**src/asrp_defs.svh**
```systemverilog
`ifndef ASRP_DEFS_SVH
`define ASRP_DEFS_SVH
// word layout
`define ASRP_WORD_BITS 16
`define ASRP_LEAD_ZEROS 4
`define ASRP_RESULT_BITS 12
// index of the last bit slot, reached on the fifteenth serial clock fall; the sixteenth fall after select low ends the word
`define ASRP_LAST_BIT_IDX 4'hf
// least quiet time after a read, ns (kept by the controller)
`define ASRP_GAP_NS 60
// most time from select low to output driven, ns
`define ASRP_DRIVE_NS 20
`define ASRP_CLK_NS 8
`define ASRP_DRIVE_CYC ((`ASRP_DRIVE_NS) / (`ASRP_CLK_NS))
// most time from last falling edge to release, ns
`define ASRP_RELEASE_NS 35
`define ASRP_RELEASE_CYC ((`ASRP_RELEASE_NS) / (`ASRP_CLK_NS))
`endif

```
**src/asrp_pkg.sv**
```systemverilog
package asrp_pkg;
  typedef enum logic [1:0] {ST_IDLE, ST_SHIFT, ST_DONE} asrp_state_type;
endpackage : asrp_pkg

```
**src/asrp_sar.sv**
```systemverilog
`timescale 1ns/100ps
`include "asrp_defs.svh"
// successive approximation engine: one decision per serial clock fall, for the first WIDTH falls after start
module asrp_sar
  import asrp_pkg::*;
#(
  parameter int WIDTH = `ASRP_RESULT_BITS
)
(
  // clock and reset
  input wire logic clk,
  input wire logic rstn,
  // control
  input wire logic start,
  input wire logic step,
  // input level, twos complement, taken in at start
  input wire logic [WIDTH-1:0] sample_code,
  // result, twos complement
  output logic [WIDTH-1:0] result
);
  logic [WIDTH-1:0] trial_q, trial_d;
  logic [WIDTH-1:0] bit_q, bit_d;
  logic [WIDTH-1:0] held_q, held_d;

  // each step keeps or drops the trial bit, top bit first
  always_comb
  begin
    trial_d = trial_q;
    bit_d = bit_q;
    held_d = held_q;
    if (start)
    begin
      held_d = sample_code;
      bit_d = {1'b1, {(WIDTH-1){1'b0}}};
      trial_d = {1'b1, {(WIDTH-1){1'b0}}};
    end
    else if (step && bit_q != '0)
    begin
      // offset binary compare; sign bit flipped at the output
      if ((held_q ^ {1'b1, {(WIDTH-1){1'b0}}}) < trial_q)
        trial_d = trial_q & ~bit_q;
      trial_d = trial_d | (bit_q >> 1);
      bit_d = bit_q >> 1;
    end
  end

  always_ff @(posedge clk or negedge rstn)
  begin
    if (!rstn)
    begin
      trial_q <= '0;
      bit_q <= '0;
      held_q <= '0;
    end
    else
    begin
      trial_q <= trial_d;
      bit_q <= bit_d;
      held_q <= held_d;
    end
  end

  // back to twos complement: negative inputs give a set top bit
  assign result = trial_q ^ {1'b1, {(WIDTH-1){1'b0}}};
endmodule : asrp_sar

```
**src/asrp_port.sv**
```systemverilog
`timescale 1ns/100ps
`include "asrp_defs.svh"
module asrp_port
  import asrp_pkg::*;
#(
  parameter int RESULT_BITS = `ASRP_RESULT_BITS
)
(
  // clock and reset
  input wire logic clk,
  input wire logic rstn,
  // pins from the controller
  input wire logic frame_sel_n,
  input wire logic serial_clk,
  // converted input level, twos complement
  input wire logic [RESULT_BITS-1:0] sample_code,
  // serial result pin
  output logic serial_result_out,
  output logic serial_result_oe,
  // last captured word, for observation
  output logic [RESULT_BITS-1:0] last_result
);
  ////////////////////////////////////////////////////////////////////////
  // pin synchronisers
  logic [1:0] sel_sync_q, sclk_sync_q;
  logic sel_n_s, sclk_s, sel_prev_q, sclk_prev_q;

  always_ff @(posedge clk or negedge rstn)
  begin
    if (!rstn)
    begin
      sel_sync_q <= 2'h3;
      sclk_sync_q <= 2'h3;
      sel_prev_q <= 1'b1;
      sclk_prev_q <= 1'b1;
    end
    else
    begin
      sel_sync_q <= {sel_sync_q[0], frame_sel_n};
      sclk_sync_q <= {sclk_sync_q[0], serial_clk};
      sel_prev_q <= sel_sync_q[1];
      sclk_prev_q <= sclk_sync_q[1];
    end
  end
  assign sel_n_s = sel_sync_q[1];
  assign sclk_s = sclk_sync_q[1];

  logic sel_fall, sclk_fall;
  assign sel_fall = sel_prev_q && !sel_n_s;
  assign sclk_fall = sclk_prev_q && !sclk_s && !sel_n_s;

  ////////////////////////////////////////////////////////////////////////
  // conversion engine, stepped by serial clock falls only
  logic [RESULT_BITS-1:0] sar_result;
  asrp_sar #(
    .WIDTH(RESULT_BITS)
  ) u_sar (
    .clk(clk),
    .rstn(rstn),
    .start(sel_fall),
    .step(sclk_fall),
    .sample_code(sample_code),
    .result(sar_result)
  );

  ////////////////////////////////////////////////////////////////////////
  // frame sequencer and shifter
  asrp_state_type state_q, state_d;
  logic [3:0] idx_q, idx_d;
  logic out_q, out_d, oe_q, oe_d;
  logic [RESULT_BITS-1:0] last_q, last_d;

  // bit slot n of the word: zeros first, then result msb first
  function automatic logic word_bit(input logic [3:0] n,
                                    input logic [RESULT_BITS-1:0] r);
    if (n < 4'(`ASRP_LEAD_ZEROS))
      word_bit = 1'b0;
    else
      word_bit = r[RESULT_BITS - 1 - (int'(n) - `ASRP_LEAD_ZEROS)];
  endfunction : word_bit

  // the sar decides result bit k (counted from the msb) on fall k+1, three falls before
  // it is shifted out on fall k+4; the lag trades latency for area
  logic [RESULT_BITS-1:0] trial_view;
  assign trial_view = sar_result;

  always_comb
  begin
    state_d = state_q;
    idx_d = idx_q;
    out_d = out_q;
    oe_d = oe_q;
    last_d = last_q;
    unique case (state_q)
      ST_IDLE:
      begin
        if (sel_fall)
        begin
          state_d = ST_SHIFT;
          idx_d = 4'h0;
          oe_d = 1'b1;
          out_d = 1'b0;
        end
      end
      ST_SHIFT:
      begin
        if (sel_n_s)
        begin
          state_d = ST_IDLE;
          oe_d = 1'b0;
        end
        else if (sclk_fall)
        begin
          if (idx_q == `ASRP_LAST_BIT_IDX)
          begin
            state_d = ST_DONE;
            oe_d = 1'b0;
            out_d = 1'b0;
            last_d = trial_view;
          end
          else
          begin
            idx_d = idx_q + 4'h1;
            out_d = word_bit(idx_q + 4'h1, trial_view);
          end
        end
      end
      ST_DONE:
      begin
        // wait for the controller to close the frame
        if (sel_n_s)
          state_d = ST_IDLE;
      end
      default:
      begin
        state_d = ST_IDLE;
      end
    endcase
  end

  always_ff @(posedge clk or negedge rstn)
  begin
    if (!rstn)
    begin
      state_q <= ST_IDLE;
      idx_q <= 4'h0;
      out_q <= 1'b0;
      oe_q <= 1'b0;
      last_q <= '0;
    end
    else
    begin
      state_q <= state_d;
      idx_q <= idx_d;
      out_q <= out_d;
      oe_q <= oe_d;
      last_q <= last_d;
    end
  end

  assign serial_result_out = out_q;
  assign serial_result_oe = oe_q;
  assign last_result = last_q;

  ////////////////////////////////////////////////////////////////////////
  // level taken at select fall, kept only to judge the finished result;
  // held apart from the engine so a broken search cannot hide itself
  logic [RESULT_BITS-1:0] code_seen_q, code_seen_d;

  always_comb
  begin
    code_seen_d = code_seen_q;
    if (sel_fall)
      code_seen_d = sample_code;
  end

  always_ff @(posedge clk or negedge rstn)
  begin
    if (!rstn)
      code_seen_q <= '0;
    else
      code_seen_q <= code_seen_d;
  end

  ////////////////////////////////////////////////////////////////////////
  // checks
  AST_DRIVE_ON_SELECT: assert property (@(posedge clk)
    disable iff (!rstn)
    sel_fall && state_q == ST_IDLE |=> serial_result_oe)
    else $error("output not driven after select");
  AST_FLOAT_WHEN_IDLE: assert property (@(posedge clk)
    disable iff (!rstn)
    state_q == ST_IDLE && !sel_fall |=> !serial_result_oe)
    else $error("output driven while deselected");
  AST_CLOSE_ON_DESELECT: assert property (@(posedge clk)
    disable iff (!rstn)
    serial_result_oe && sel_n_s |=> !serial_result_oe)
    else $error("output held after deselect");
  AST_LEAD_ZEROS: assert property (@(posedge clk)
    disable iff (!rstn)
    serial_result_oe && idx_q < 4'h4 |-> !serial_result_out)
    else $error("leading bit not zero");
  AST_CHANGE_ON_FALL: assert property (@(posedge clk)
    disable iff (!rstn)
    state_q == ST_SHIFT && !sclk_fall && !sel_n_s
    |=> $stable(idx_q) && $stable(serial_result_out))
    else $error("bit moved without a falling edge");
  AST_RELEASE: assert property (@(posedge clk)
    disable iff (!rstn)
    state_q == ST_SHIFT && !sel_n_s && sclk_fall && idx_q == 4'hf
    |=> !serial_result_oe && state_q == ST_DONE)
    else $error("output not released after last bit");
  AST_MSB_SLOT: assert property (@(posedge clk)
    disable iff (!rstn)
    state_q == ST_SHIFT && !sel_n_s && sclk_fall && idx_q == 4'h3
    |=> serial_result_out == sar_result[RESULT_BITS-1])
    else $error("msb not in fifth slot");
  AST_ONE_START: assert property (@(posedge clk)
    disable iff (!rstn)
    sel_fall |=> state_q == ST_SHIFT && idx_q == 4'h0)
    else $error("select fall did not open a frame");
  AST_RANGE: assert property (@(posedge clk)
    disable iff (!rstn)
    state_q == ST_SHIFT && !sel_n_s && sclk_fall && idx_q == 4'hf
    |=> last_q == code_seen_q)
    else $error("finished result differs from sampled level");
endmodule : asrp_port

```
**config.mk**
```make
export PLATFORM = sky130hd
export DESIGN_NAME = asrp_port
export DESIGN_NICKNAME = d
export VERILOG_FILES = /design/src/asrp_pkg.sv /design/src/asrp_sar.sv /design/src/asrp_port.sv
export VERILOG_INCLUDE_DIRS = /design/src
export SDC_FILE = /design/constraint.sdc
export NUM_CORES = 1
export LEC_CHECK = 0
export ABC_CLOCK_PERIOD_IN_PS = 2600
export BUFFER_PORTS_ARGS = -buffer_cell sky130_fd_sc_hd__buf_4
export CORE_MARGIN = 2
export CORE_UTILIZATION = 43
export CTS_BUF_LIST = sky130_fd_sc_hd__clkbuf_4 sky130_fd_sc_hd__clkbuf_8 sky130_fd_sc_hd__clkbuf_16
export CTS_CLUSTER_DIAMETER = 150
export DETAILED_ROUTE_END_ITERATION = 7
export HOLD_SLACK_MARGIN = 0.15
export SLEW_MARGIN = 20
export SYNTH_ARGS = -nofsm -noshare
export SYNTH_HDL_FRONTEND = slang
export SYNTH_SLANG_ARGS = --single-unit
```
**constraint.sdc**
```tcl
create_clock -name clk -period 2.6 [get_ports clk]
set_input_delay 0.26 -clock clk [delete_from_list [all_inputs] [get_ports clk]]
set_output_delay 0.26 -clock clk [all_outputs]
set_load 0.03 [all_outputs]
```
# After elaboration in Yosys (flattened, before gate mapping)
# Cells that the tools add are included.
# word_totals
in_bits	16
register_bits	62
# op_classes
bitwise	6
n_mux	32
eq_ne	10
reduce_logical	15
magnitude_cmp	3
add_sub_neg	3
# ops
operator	n
$mux 12	7
$mux 4	4
$reduce_and 4->1	4
$and 12x12->12	1
$lt 12x12->1	1
$not 12->12	1
$or 12x11->12	1
$reduce_bool 12->1	1
$mux 1	11
$mux 2	5
$ne 2x2->1 const B	4
$pmux 4 s2	1
$lt 6x6->1 const B	1
$pmux 2 s3	1
$sub 5x5->6 const A	1
$reduce_and 5->1	1
$sub 4x3->5 const B	1
$add 4x1->4 const B	1
$bmux 1 s4	1
$eq 4x4->1 const B	1
$logic_and 1x1->1	4
$lt 4x3->1 const B	1
$pmux 1 s2	2
$reduce_bool 2->1	2
other kinds (8)	11

# Longest topological paths before layout
# Gate-level depths: netlist (run 1).
# depth
ltp_word	11
depth_mapped	8
depth_no_buf	7

# Cells and area by module
# From an unflattened synthesis (run 1), not the netlist that was laid out.
# unflattened
hier_cells	273
area_unflattened_um2	3015.4
# by_module_without_submodules
module	n_inst	area_per_inst_um2	seq_area_each_um2	cells_each
asrp_sar	1	1850.5	900.9	185
asrp_port	1	1164.9	658.1	88

# Worst setup path after synthesis (run 1)
# OpenSTA, ideal clock, no wires.
# synth_path
path_type	reg-to-reg
start	reg idx_q[0]
end	reg out_q, in the netlist serial_result_out
synth_period_minus_slack_ps	1935
n_path_buf	0
t_arrival_ps	1800
path_stages_with_launch	6
setup_slack_ps	665
setup_time_ps	136
required_time_ps	2464
path_cell_list	dfrtp_1 -> ha_1 -> mux4_2 -> mux2_2 -> a22oi_1 -> a21oi_1
# synth_via
elab_chain_len	11
elab_cells_between_ends	13
cone_classes	add/sub: 3; order compare: 1; eq/ne: 1; mux: 8
# synth_rtl
element	line	source
start, declared	asrp_port.sv:69	logic [3:0] idx_q, idx_d;
start signal, assigned	asrp_port.sv:154	idx_q <= idx_d;
$add 4x1->4	asrp_port.sv:124	out_d = word_bit(idx_q + 4'h1, trial_view);
$sub 4x3->5 (no line)	n/a	
$sub 5x5->6	asrp_port.sv:79	word_bit = r[RESULT_BITS - 1 - (int'(n) - `ASRP_LEAD_ZEROS)];
$bmux 1 s4	asrp_port.sv:79	
$mux 1 (2 in series)	asrp_port.sv:79	
$mux 1	asrp_port.sv:76	if (n < 4'(`ASRP_LEAD_ZEROS))
$mux 1 (*)	asrp_port.sv:114	if (idx_q == `ASRP_LAST_BIT_IDX)
$mux 1 (*)	asrp_port.sv:112	else if (sclk_fall)
$mux 1 (*)	asrp_port.sv:107	if (sel_n_s)
$pmux 1 s2 (*)	asrp_port.sv:94	unique case (state_q)
end signal, assigned	asrp_port.sv:155	out_q <= out_d;
end, declared	asrp_port.sv:70	logic out_q, out_d, oe_q, oe_d;
# Mark *: on every way between the ends. The rest lies on a longest branch, timed or not. The select of a mux whose other input is x is not followed.
# A chain may end at the register's enable or synchronous reset.

# Worst setup path after layout (run 1)
# Same ends and word-level chain as after synthesis.

==> results of run 1 <==
==> cells in the mapped netlist (2+ instances only) <==
| cell | instances |
|---|---|
| o311ai_0 | 4 |
| nor2_1 | 11 |
| nor2b_1 | 3 |
| o21ai_0 | 23 |
| nor4_1 | 3 |
| o21ai_1 | 3 |
| mux2i_1 | 2 |
| mux2_2 | 2 |
| o21a_1 | 11 |
| nand3_1 | 3 |
| nand2b_1 | 4 |
| mux4_2 | 2 |
| clkbuf_1 | 9 |
| dfstp_2 | 6 |
| dfrtp_1 | 56 |
| buf_2 | 5 |
| a21oi_1 | 26 |
| a2111oi_0 | 2 |
| nand2_1 | 85 |
| ha_1 | 13 |
| inv_1 | 14 |
| nand4_1 | 2 |
| nand3_2 | 3 |
| nor3_1 | 3 |
==> logic make-up (layout without fill, tap and decap cells) <==
family | Yosys count | after routing | share of synthesized area
simple gates | 121 | 121 | 0.1794
compound gates | 75 | 75 | 0.1557
flops | 62 | 62 | 0.5271
buf+inv | 29 | 77 | 0.04145
fa+ha+maj | 13 | 13 | 0.05499
mux | 7 | 7 | 0.03849
xor+xnor | 1 | 1 | 0.002962
==> cells in the final DEF (no fill, tap or decap), types with 3 or more instances in the layout <==
cell           instances
nand2_1               85
dfrtp_1               56
buf_4                 32
a21oi_1               26
o21ai_0               23
dlygate4sd3_1         15
inv_1                 14
ha_1                  13
nor2_1                11
o21a_1                11
clkbuf_8              10
dfstp_2                6
nand2b_1               4
o311ai_0               4
nand3_1                3
nand3_2                3
nor4_1                 3
nor3_1                 3
o21ai_1                3
clkinv_2               3
==> layout make-up <==
cell class / instances / area [um^2] / share of cell area
Clock buffer: 12 / 152.6 / 0.04287
Clock inverter: 4 / 22.52 / 0.006325
Inverter: 14 / 52.55 / 0.01476
Multi-Input combinational cell: 217 / 1284 / 0.3605
Sequential cell: 62 / 1559 / 0.4378
Tap cell: 80 / 100.1 / 0.02811
Timing Repair Buffer: 47 / 390.4 / 0.1096
==> per-stage QoR <==
stage                     cells  power [W]  utilization  setup slack, ps  cell area, um^2
after floorplan             308   0.001214            -            664.8             2958
after global placement      405   0.001300       0.4816            397.1             3236
after detailed placement    405   0.001304       0.4816            383.5             3236
after CTS                   436   0.002103       0.5300            369.8             3561
after global routing        436   0.002174       0.5300            245.4             3561
final                       436   0.002070       0.5300            395.9             3561
==> layer usage <==
layer | GRT usage | share of wire | vias up
li1 | - | - | 1137
met1 | 0.2606 | 0.46 | 1130
met2 | 0.3331 | 0.49 | 46
met3 | 0.05308 | 0.035 | 7
met4 | 0.08239 | 0.015 | 0
met5 | 0 | 0 | -
==> registers in the layout, summed over array words and instances (netlist names), 2 cells and up <==
register / cells
u_sar.held_q: 12
sclk_sync_q: 2
state_q: 2
sel_sync_q: 2
idx_q: 4
u_sar.trial_q: 12
u_sar.bit_q: 12
last_result: 12
==> power by group <==
group | leakage (nW) | internal (W) | total [W] | switching (W)
clock | 0.0930 | 0.000388 | 0.000767 | 0.000379
sequential | 0.810 | 0.00101 | 0.00106 | 0.0000418
combinational | 0.697 | 0.000109 | 0.000247 | 0.000138
total | 1.60 | 0.00151 | 0.00207 | 0.000559
==> path summary, 6_finish.rpt <==
check	from	end	slack [ps]	cells past startpoint
max	idx_q[0]$_DFFE_PN0P_	serial_result_out$_DFFE_PN0P_	400	5
min reg2reg	sel_sync_q[0]$_DFF_PN1_	sel_sync_q[1]$_DFF_PN1_	360	0
min in group asynchronous	rstn	serial_result_oe$_DFFE_PN0P_	550	2
max reg2reg	idx_q[0]$_DFFE_PN0P_	serial_result_out$_DFFE_PN0P_	400	5
max in group asynchronous	rstn	idx_q[2]$_DFFE_PN0P_	1530	2
min	sel_sync_q[0]$_DFF_PN1_	sel_sync_q[1]$_DFF_PN1_	360	0
==> worst reg2reg max path, stage by stage (launching register included) <==
cell and delay (ps):
dfrtp_1 480, ha_1 470, mux4_2 560, mux2_2 290, a22oi_1 190, a21oi_1 90
==> metrics.md, run 1 <==
| Metric | Value |
|---|---|
| Clk Tree Root Cell | `clkbuf_8` |
| Final setup fails | `0` |
| DP HPWL | `~4500 um` |
| CP max stage delay | `between 500 and 600 ps` |
| Filler instances | `~630` |
| Syn_area_per_cell | `9.603 um^2` |
| Number of enable flip-flop cells after synthesis | `0` |
| Post-CTS Hold Buffers | `15` |
| ANT nets after route | `0` |
| TritonCTS clock tree | `done` |
| Largest net degree at the start of global routing | `63` |
| Yosys cell types | `37` |
| Skew-Pair Late Insertion Delay | `around 340 ps` |
| CP bufs+invs | `0` |
| Synth top area cells | `dfrtp_1 (47%), nand2_1 (11%), ha_1 (5.5%)` |
| Post-synth top area share | `0.4738` |
| CP startpoint kind | `flop` |
| Normalized max-slew margin | `0.4740` |
| Setup_tns | `0 ps` |
| Worst Path Required | `between 2000 and 3000 ps` |
| Final Max Tran Viols | `0` |
| Clock Skew | `8.190 ps` |
| HP Class | `flop to flop` |
| Vias in the first global route | `roughly 2.4k` |
| Top delay family on crit path | `multiplexers` |
| Total die area | `~7600 um^2` |
| I/O pin count | `30` |
| Synth area leader | `dfrtp_1` |
| Largest fanout on the critical path | `7` |
| RSZ-0062 raised after global routing | `no` |
| Gr usage total | `0.2048` |
| Setup Buffers After CTS | `0` |
| Die Wd | `86.94 um` |
| Yosys warns | `0` |
| Nets | `between 300 and 400` |
| N_diodes | `0` |
| Fmax | `453.7 MHz` |
| Top_reg_cell synth | `dfrtp_1` |
| Worst-path cell chain | `ha_1 > mux4_2 > mux2_2 > a22oi_1 > a21oi_1` |
| Global-route wire length before repair | `~12000 um` |
| Worst EP arrival | `2420 ps` |
| Synthesized area | `between 2000 and 3000 um^2` |
| LEAKAGE | `~1.6 nW` |
| Clock period minus worst slack | `around 2200 ps` |
| Outcome | `complete, no violations` |
| FFs w/ async S/R, synth | `1.000` |
| Worst Max-Slew Pin Slew | `roughly 790 ps` |
| DR pass1 iterations | `4` |
| Cts repair resizes | `0` |
| Die Ht | `between 80 and 90 um` |
| Total DRC errors in the routed layout | `0` |
| Row count | `30` |
| CTS Sinks | `a little over 60` |
| Vias | `2320` |
| Initial antenna violation count | `0` |
| Highest-delay cell along the critical path | `mux4_2` |
| Max VDD drop | `between 0.4 and 0.5 mV` |
| Hold Vio Cnt, Final | `0` |
| I/O Buffers | `29` |
| CTS Buffer Depth | `2` |
| Sequential area share after synthesis | `0.5271` |
| Syn Nets | `337` |
| PwrDens | `between 500 and 600 nW/um^2` |
| Worst hold slack | `356.4 ps` |
| Worst Setup End Kind | `flop` |
| Vias/cell | `about 5.3` |
| Clk slew on worst S/H paths | `70 ps` |
| Routability congestion estimate | `~0.84` |
| Synth Register Bits | `62` |
| H-tree Lvls | `3` |
| Drt total wl | `approximately 6800 um` |
| CTS Buf Count | `9` |
| WL/cell | `between 15 and 20 um` |
| Share of layout cells above drive strength 1 | `0.1854` |
| Starting density of the core | `0.4402` |
| Grt total ovfl | `0` |
| Mapped Cells | `about 310` |
| MaxCap Viol Count | `0` |
| Synth-to-Final Area Change | `20.39%` |
| Crit share post-route | `0.8477` |
| Iter 0 DRT Violations | `114` |
| Critical path class | `flop to flop` |
| Core area | `between 6000 and 7000 um^2` |
(Power assumes the default switching activity.)
==> run 2: changes to the inputs <==
- ABC_AREA: unset -> 1
- ABC_CLOCK_PERIOD_IN_PS: 2600 -> 2000
- clock period: 2.6 -> 2 ns (I/O delays scaled with it)
==> metrics.md, run 2 <==
| Metric | Value |
|---|---|
| Worst EP arrival | `between 2000 and 2500 ps` |
| Simple logic cell fraction of the synthesized area | `0.2645` |
| Routability congestion estimate | `between 0.8 and 0.9` |
| Vias | `around 2.6k` |
| Top_reg_cell synth | `dfrtp_1` |
| Final setup fails | `0` |
| Hold Vio Cnt, Final | `0` |
| Post-layout util | `0.5494` |
| Post-synthesis mux area share | `0` |
| Die Wd | `roughly 90 um` |
| DR pass1 iterations | `4` |
| I/O pin count | `30` |
| RSZ-0062 raised after global routing | `no` |
| Clock period minus worst slack | `roughly 1800 ps` |
| Largest family of logic cells by synthesized area | `simple AND/OR/NAND/NOR gates` |
| Synth-to-Final Area Change | `23.88%` |
| Largest fanout on the critical path | `4` |
| Iter 0 DRT Violations | `around 220` |
| Sequential area share after synthesis | `0.5174` |
| CTS Buffer Depth | `2` |
| Most frequent cell after synthesis | `nand2_1` |
| Most frequent cells in the layout | `nand2_1 (116), dfrtp_1 (56), buf_4 (42)` |
| Synth area leader | `dfrtp_1` |
| Synth Area in Compound Gates | `0.09344` |
| Most used cell along the critical path | `ha_1` |
| Number of enable flip-flop cells after synthesis | `0` |
| RR Endpoint | `serial_result_out$_DFFE_PN0P_` |
| DP HPWL | `4914 um` |
| CTS Buf Count | `9` |
| Filler instances | `between 600 and 700` |
| Row count | `30` |
| LEAKAGE | `about 1.9 nW` |
| Die Ht | `between 80 and 90 um` |
| Fin area | `about 3700 um^2` |
| Highest-delay cell along the critical path | `dfrtp_1` |
| Initial antenna violation count | `0` |
| Setup_tns | `0 ps` |
| Drt total wl | `about 6900 um` |
| Core area | `between 6000 and 7000 um^2` |
| Synth Register Bits | `62` |
| Outcome | `complete, no violations` |
| Total die area | `just under 8000 um^2` |
| Synth top cells by count | `nand2_1 (117), dfrtp_1 (56), inv_1 (31)` |
| Critical path class | `flop to flop` |
| Clk slew on worst S/H paths | `about 60 ps` |
| Reg2Reg Setup Slack | `roughly 220 ps` |
| H-tree Lvls | `3` |
| Syn_area_per_cell | `between 8 and 9 um^2` |
| Syn Nets | `387` |
| Pwr Total | `between 0.002 and 0.003 W` |
| Synthesized area | `~3000 um^2` |
| Yosys cell types | `27` |
| Worst r2r src | `idx_q[0]$_DFFE_PN0P_` |
| Mapped Cells | `about 360` |
| Largest net degree at the start of global routing | `34` |
| Global-route wire length before repair | `~12000 um` |
| Synth Area in Adders | `0.05399` |
| Vias/cell | `4.932` |
| I/O Buffers | `29` |
| Share of layout cells above drive strength 1 | `0.2019` |
| Max VDD drop | `~0.56 mV` |
| Top delay family on crit path | `adder cells` |
| Worst Path Required | `~2300 ps` |
| Normalized max-slew margin | `0.6183` |
| Clk Tree Root Cell | `clkbuf_8` |
| CTS Sinks | `62` |
| MaxCap Viol Count | `0` |
| Total DRC errors in the routed layout | `0` |
| CP startpoint kind | `flop` |
| Crit share post-route | `0.8905` |
| Fmax | `approximately 560 MHz` |
| Gr usage total | `0.2046` |
| TritonCTS clock tree | `done` |
| PwrDens | `771.7 nW/um^2` |
| N_diodes | `0` |
| Skew-Pair Late Insertion Delay | `approximately 350 ps` |
| Grt total ovfl | `0` |
| Final Max Tran Viols | `0` |
| HP Class | `input pin to asynchronous set/reset pin` |
| CP max stage delay | `around 400 ps` |
| Post-synth top area share | `0.4651` |
| Worst Max-Slew Pin Slew | `roughly 570 ps` |
| Post-Synth XOR/XNOR Area | `0.005814` |
| Clock Skew | `9.061 ps` |
| Worst-path cell chain | `ha_1 > xnor2_1 > ha_1 > inv_1 > nor2_1 > a21oi_1 > nand3_1 > nand2_1` |
| Synth top area cells | `dfrtp_1 (47%), nand2_1 (15%), ha_1 (5.4%)` |
| FFs w/ async S/R, synth | `1.000` |
| Most common cell after layout, fill and taps aside | `nand2_1` |
| ANT nets after route | `0` |
| R2r worst-path depth | `8` |
| Nets | `approximately 450` |
| Worst Setup End Kind | `flop` |
| Placed inst area | `3405 um^2` |
| Vias in the first global route | `about 2.5k` |
| Yosys warns | `0` |
| Setup Buffers After CTS | `0` |
| WL/cell | `13.38 um` |
| Starting density of the core | `0.4435` |
| CP bufs+invs | `1` |
[run 2: metrics by stage]
step | hold WS (ps) | cells | setup WS, ps
after floorplan | -95.59 | 358 | 395.4
after global placement | 175.5 | 486 | 140.6
after detailed placement | 177.8 | 486 | 139.9
after CTS | 345.7 | 517 | 130.0
after global routing | 358.0 | 517 | 18.68
final | 347.6 | 517 | 219.0
[run 2: worst max-delay path by stage]
stage,startpoint,end,cells after the start
6_report,idx_q[0]$_DFFE_PN0P_,serial_result_out$_DFFE_PN0P_,8
5_1_grt,u_sar.trial_q[11]$_DFFE_PN0P_,u_sar.trial_q[0]$_DFFE_PN0P_,10
4_1_cts,u_sar.trial_q[11]$_DFFE_PN0P_,u_sar.trial_q[0]$_DFFE_PN0P_,10
3_5_place_dp,u_sar.trial_q[11]$_DFFE_PN0P_,u_sar.trial_q[0]$_DFFE_PN0P_,10
3_3_place_gp,u_sar.trial_q[11]$_DFFE_PN0P_,u_sar.trial_q[0]$_DFFE_PN0P_,10
2_1_floorplan,idx_q[0]$_DFFE_PN0P_,serial_result_out$_DFFE_PN0P_,8
[run 2: kinds of logic (layout without fill, tap and decap cells)]
family | Yosys count | count (layout)
XOR/XNOR | 2 | 2
AND/OR/NAND/NOR | 183 | 183
buffers and inverters | 46 | 109
flip-flops | 62 | 62
AO/OA/AOI/OAI | 52 | 52
adder cells (fa/ha/maj) | 13 | 13
[run 2: area by class of cell]
| class | instances | area [um^2] | share of cell area |
|---|---|---|---|
| Clock buffer | 12 | 152.6 | 0.04090 |
| Clock inverter | 4 | 22.52 | 0.006034 |
| Inverter | 35 | 131.4 | 0.03520 |
| Multi-Input combinational cell | 250 | 1261 | 0.3379 |
| Sequential cell | 62 | 1559 | 0.4177 |
| Tap cell | 96 | 120.1 | 0.03218 |
| Timing Repair Buffer | 58 | 485.5 | 0.1301 |
[run 2: power by group]
part	total [W]	switching [W]	internal, W
clock network	0.000998	0.000493	0.000505
logic	0.000508	0.000323	0.000185
registers	0.00137	0.0000483	0.00133
total	0.00288	0.000865	0.00202
[run 2: worst reg2reg max path: stages (launching register included)]
cell and delay [ps]:
dfrtp_1 400, ha_1 240, xnor2_1 330, ha_1 310
inv_1 80, nor2_1 40, a21oi_1 150, nand3_1 110
nand2_1 70
[run 2: layer usage]
layer,track usage,share of wire,vias up
met5,0,0,-
met4,0.06713,0.015,0
met3,0.06221,0.053,13
met2,0.3196,0.45,67
met1,0.2732,0.48,1214
li1,-,-,1256
[run 2: repair_timing]
item                                    in CTS  in global routing
hold buffers                                15                  0
endpoints found under the hold margin       46                  0
resized for setup                            0                  2
endpoints found under the setup margin       0                 11
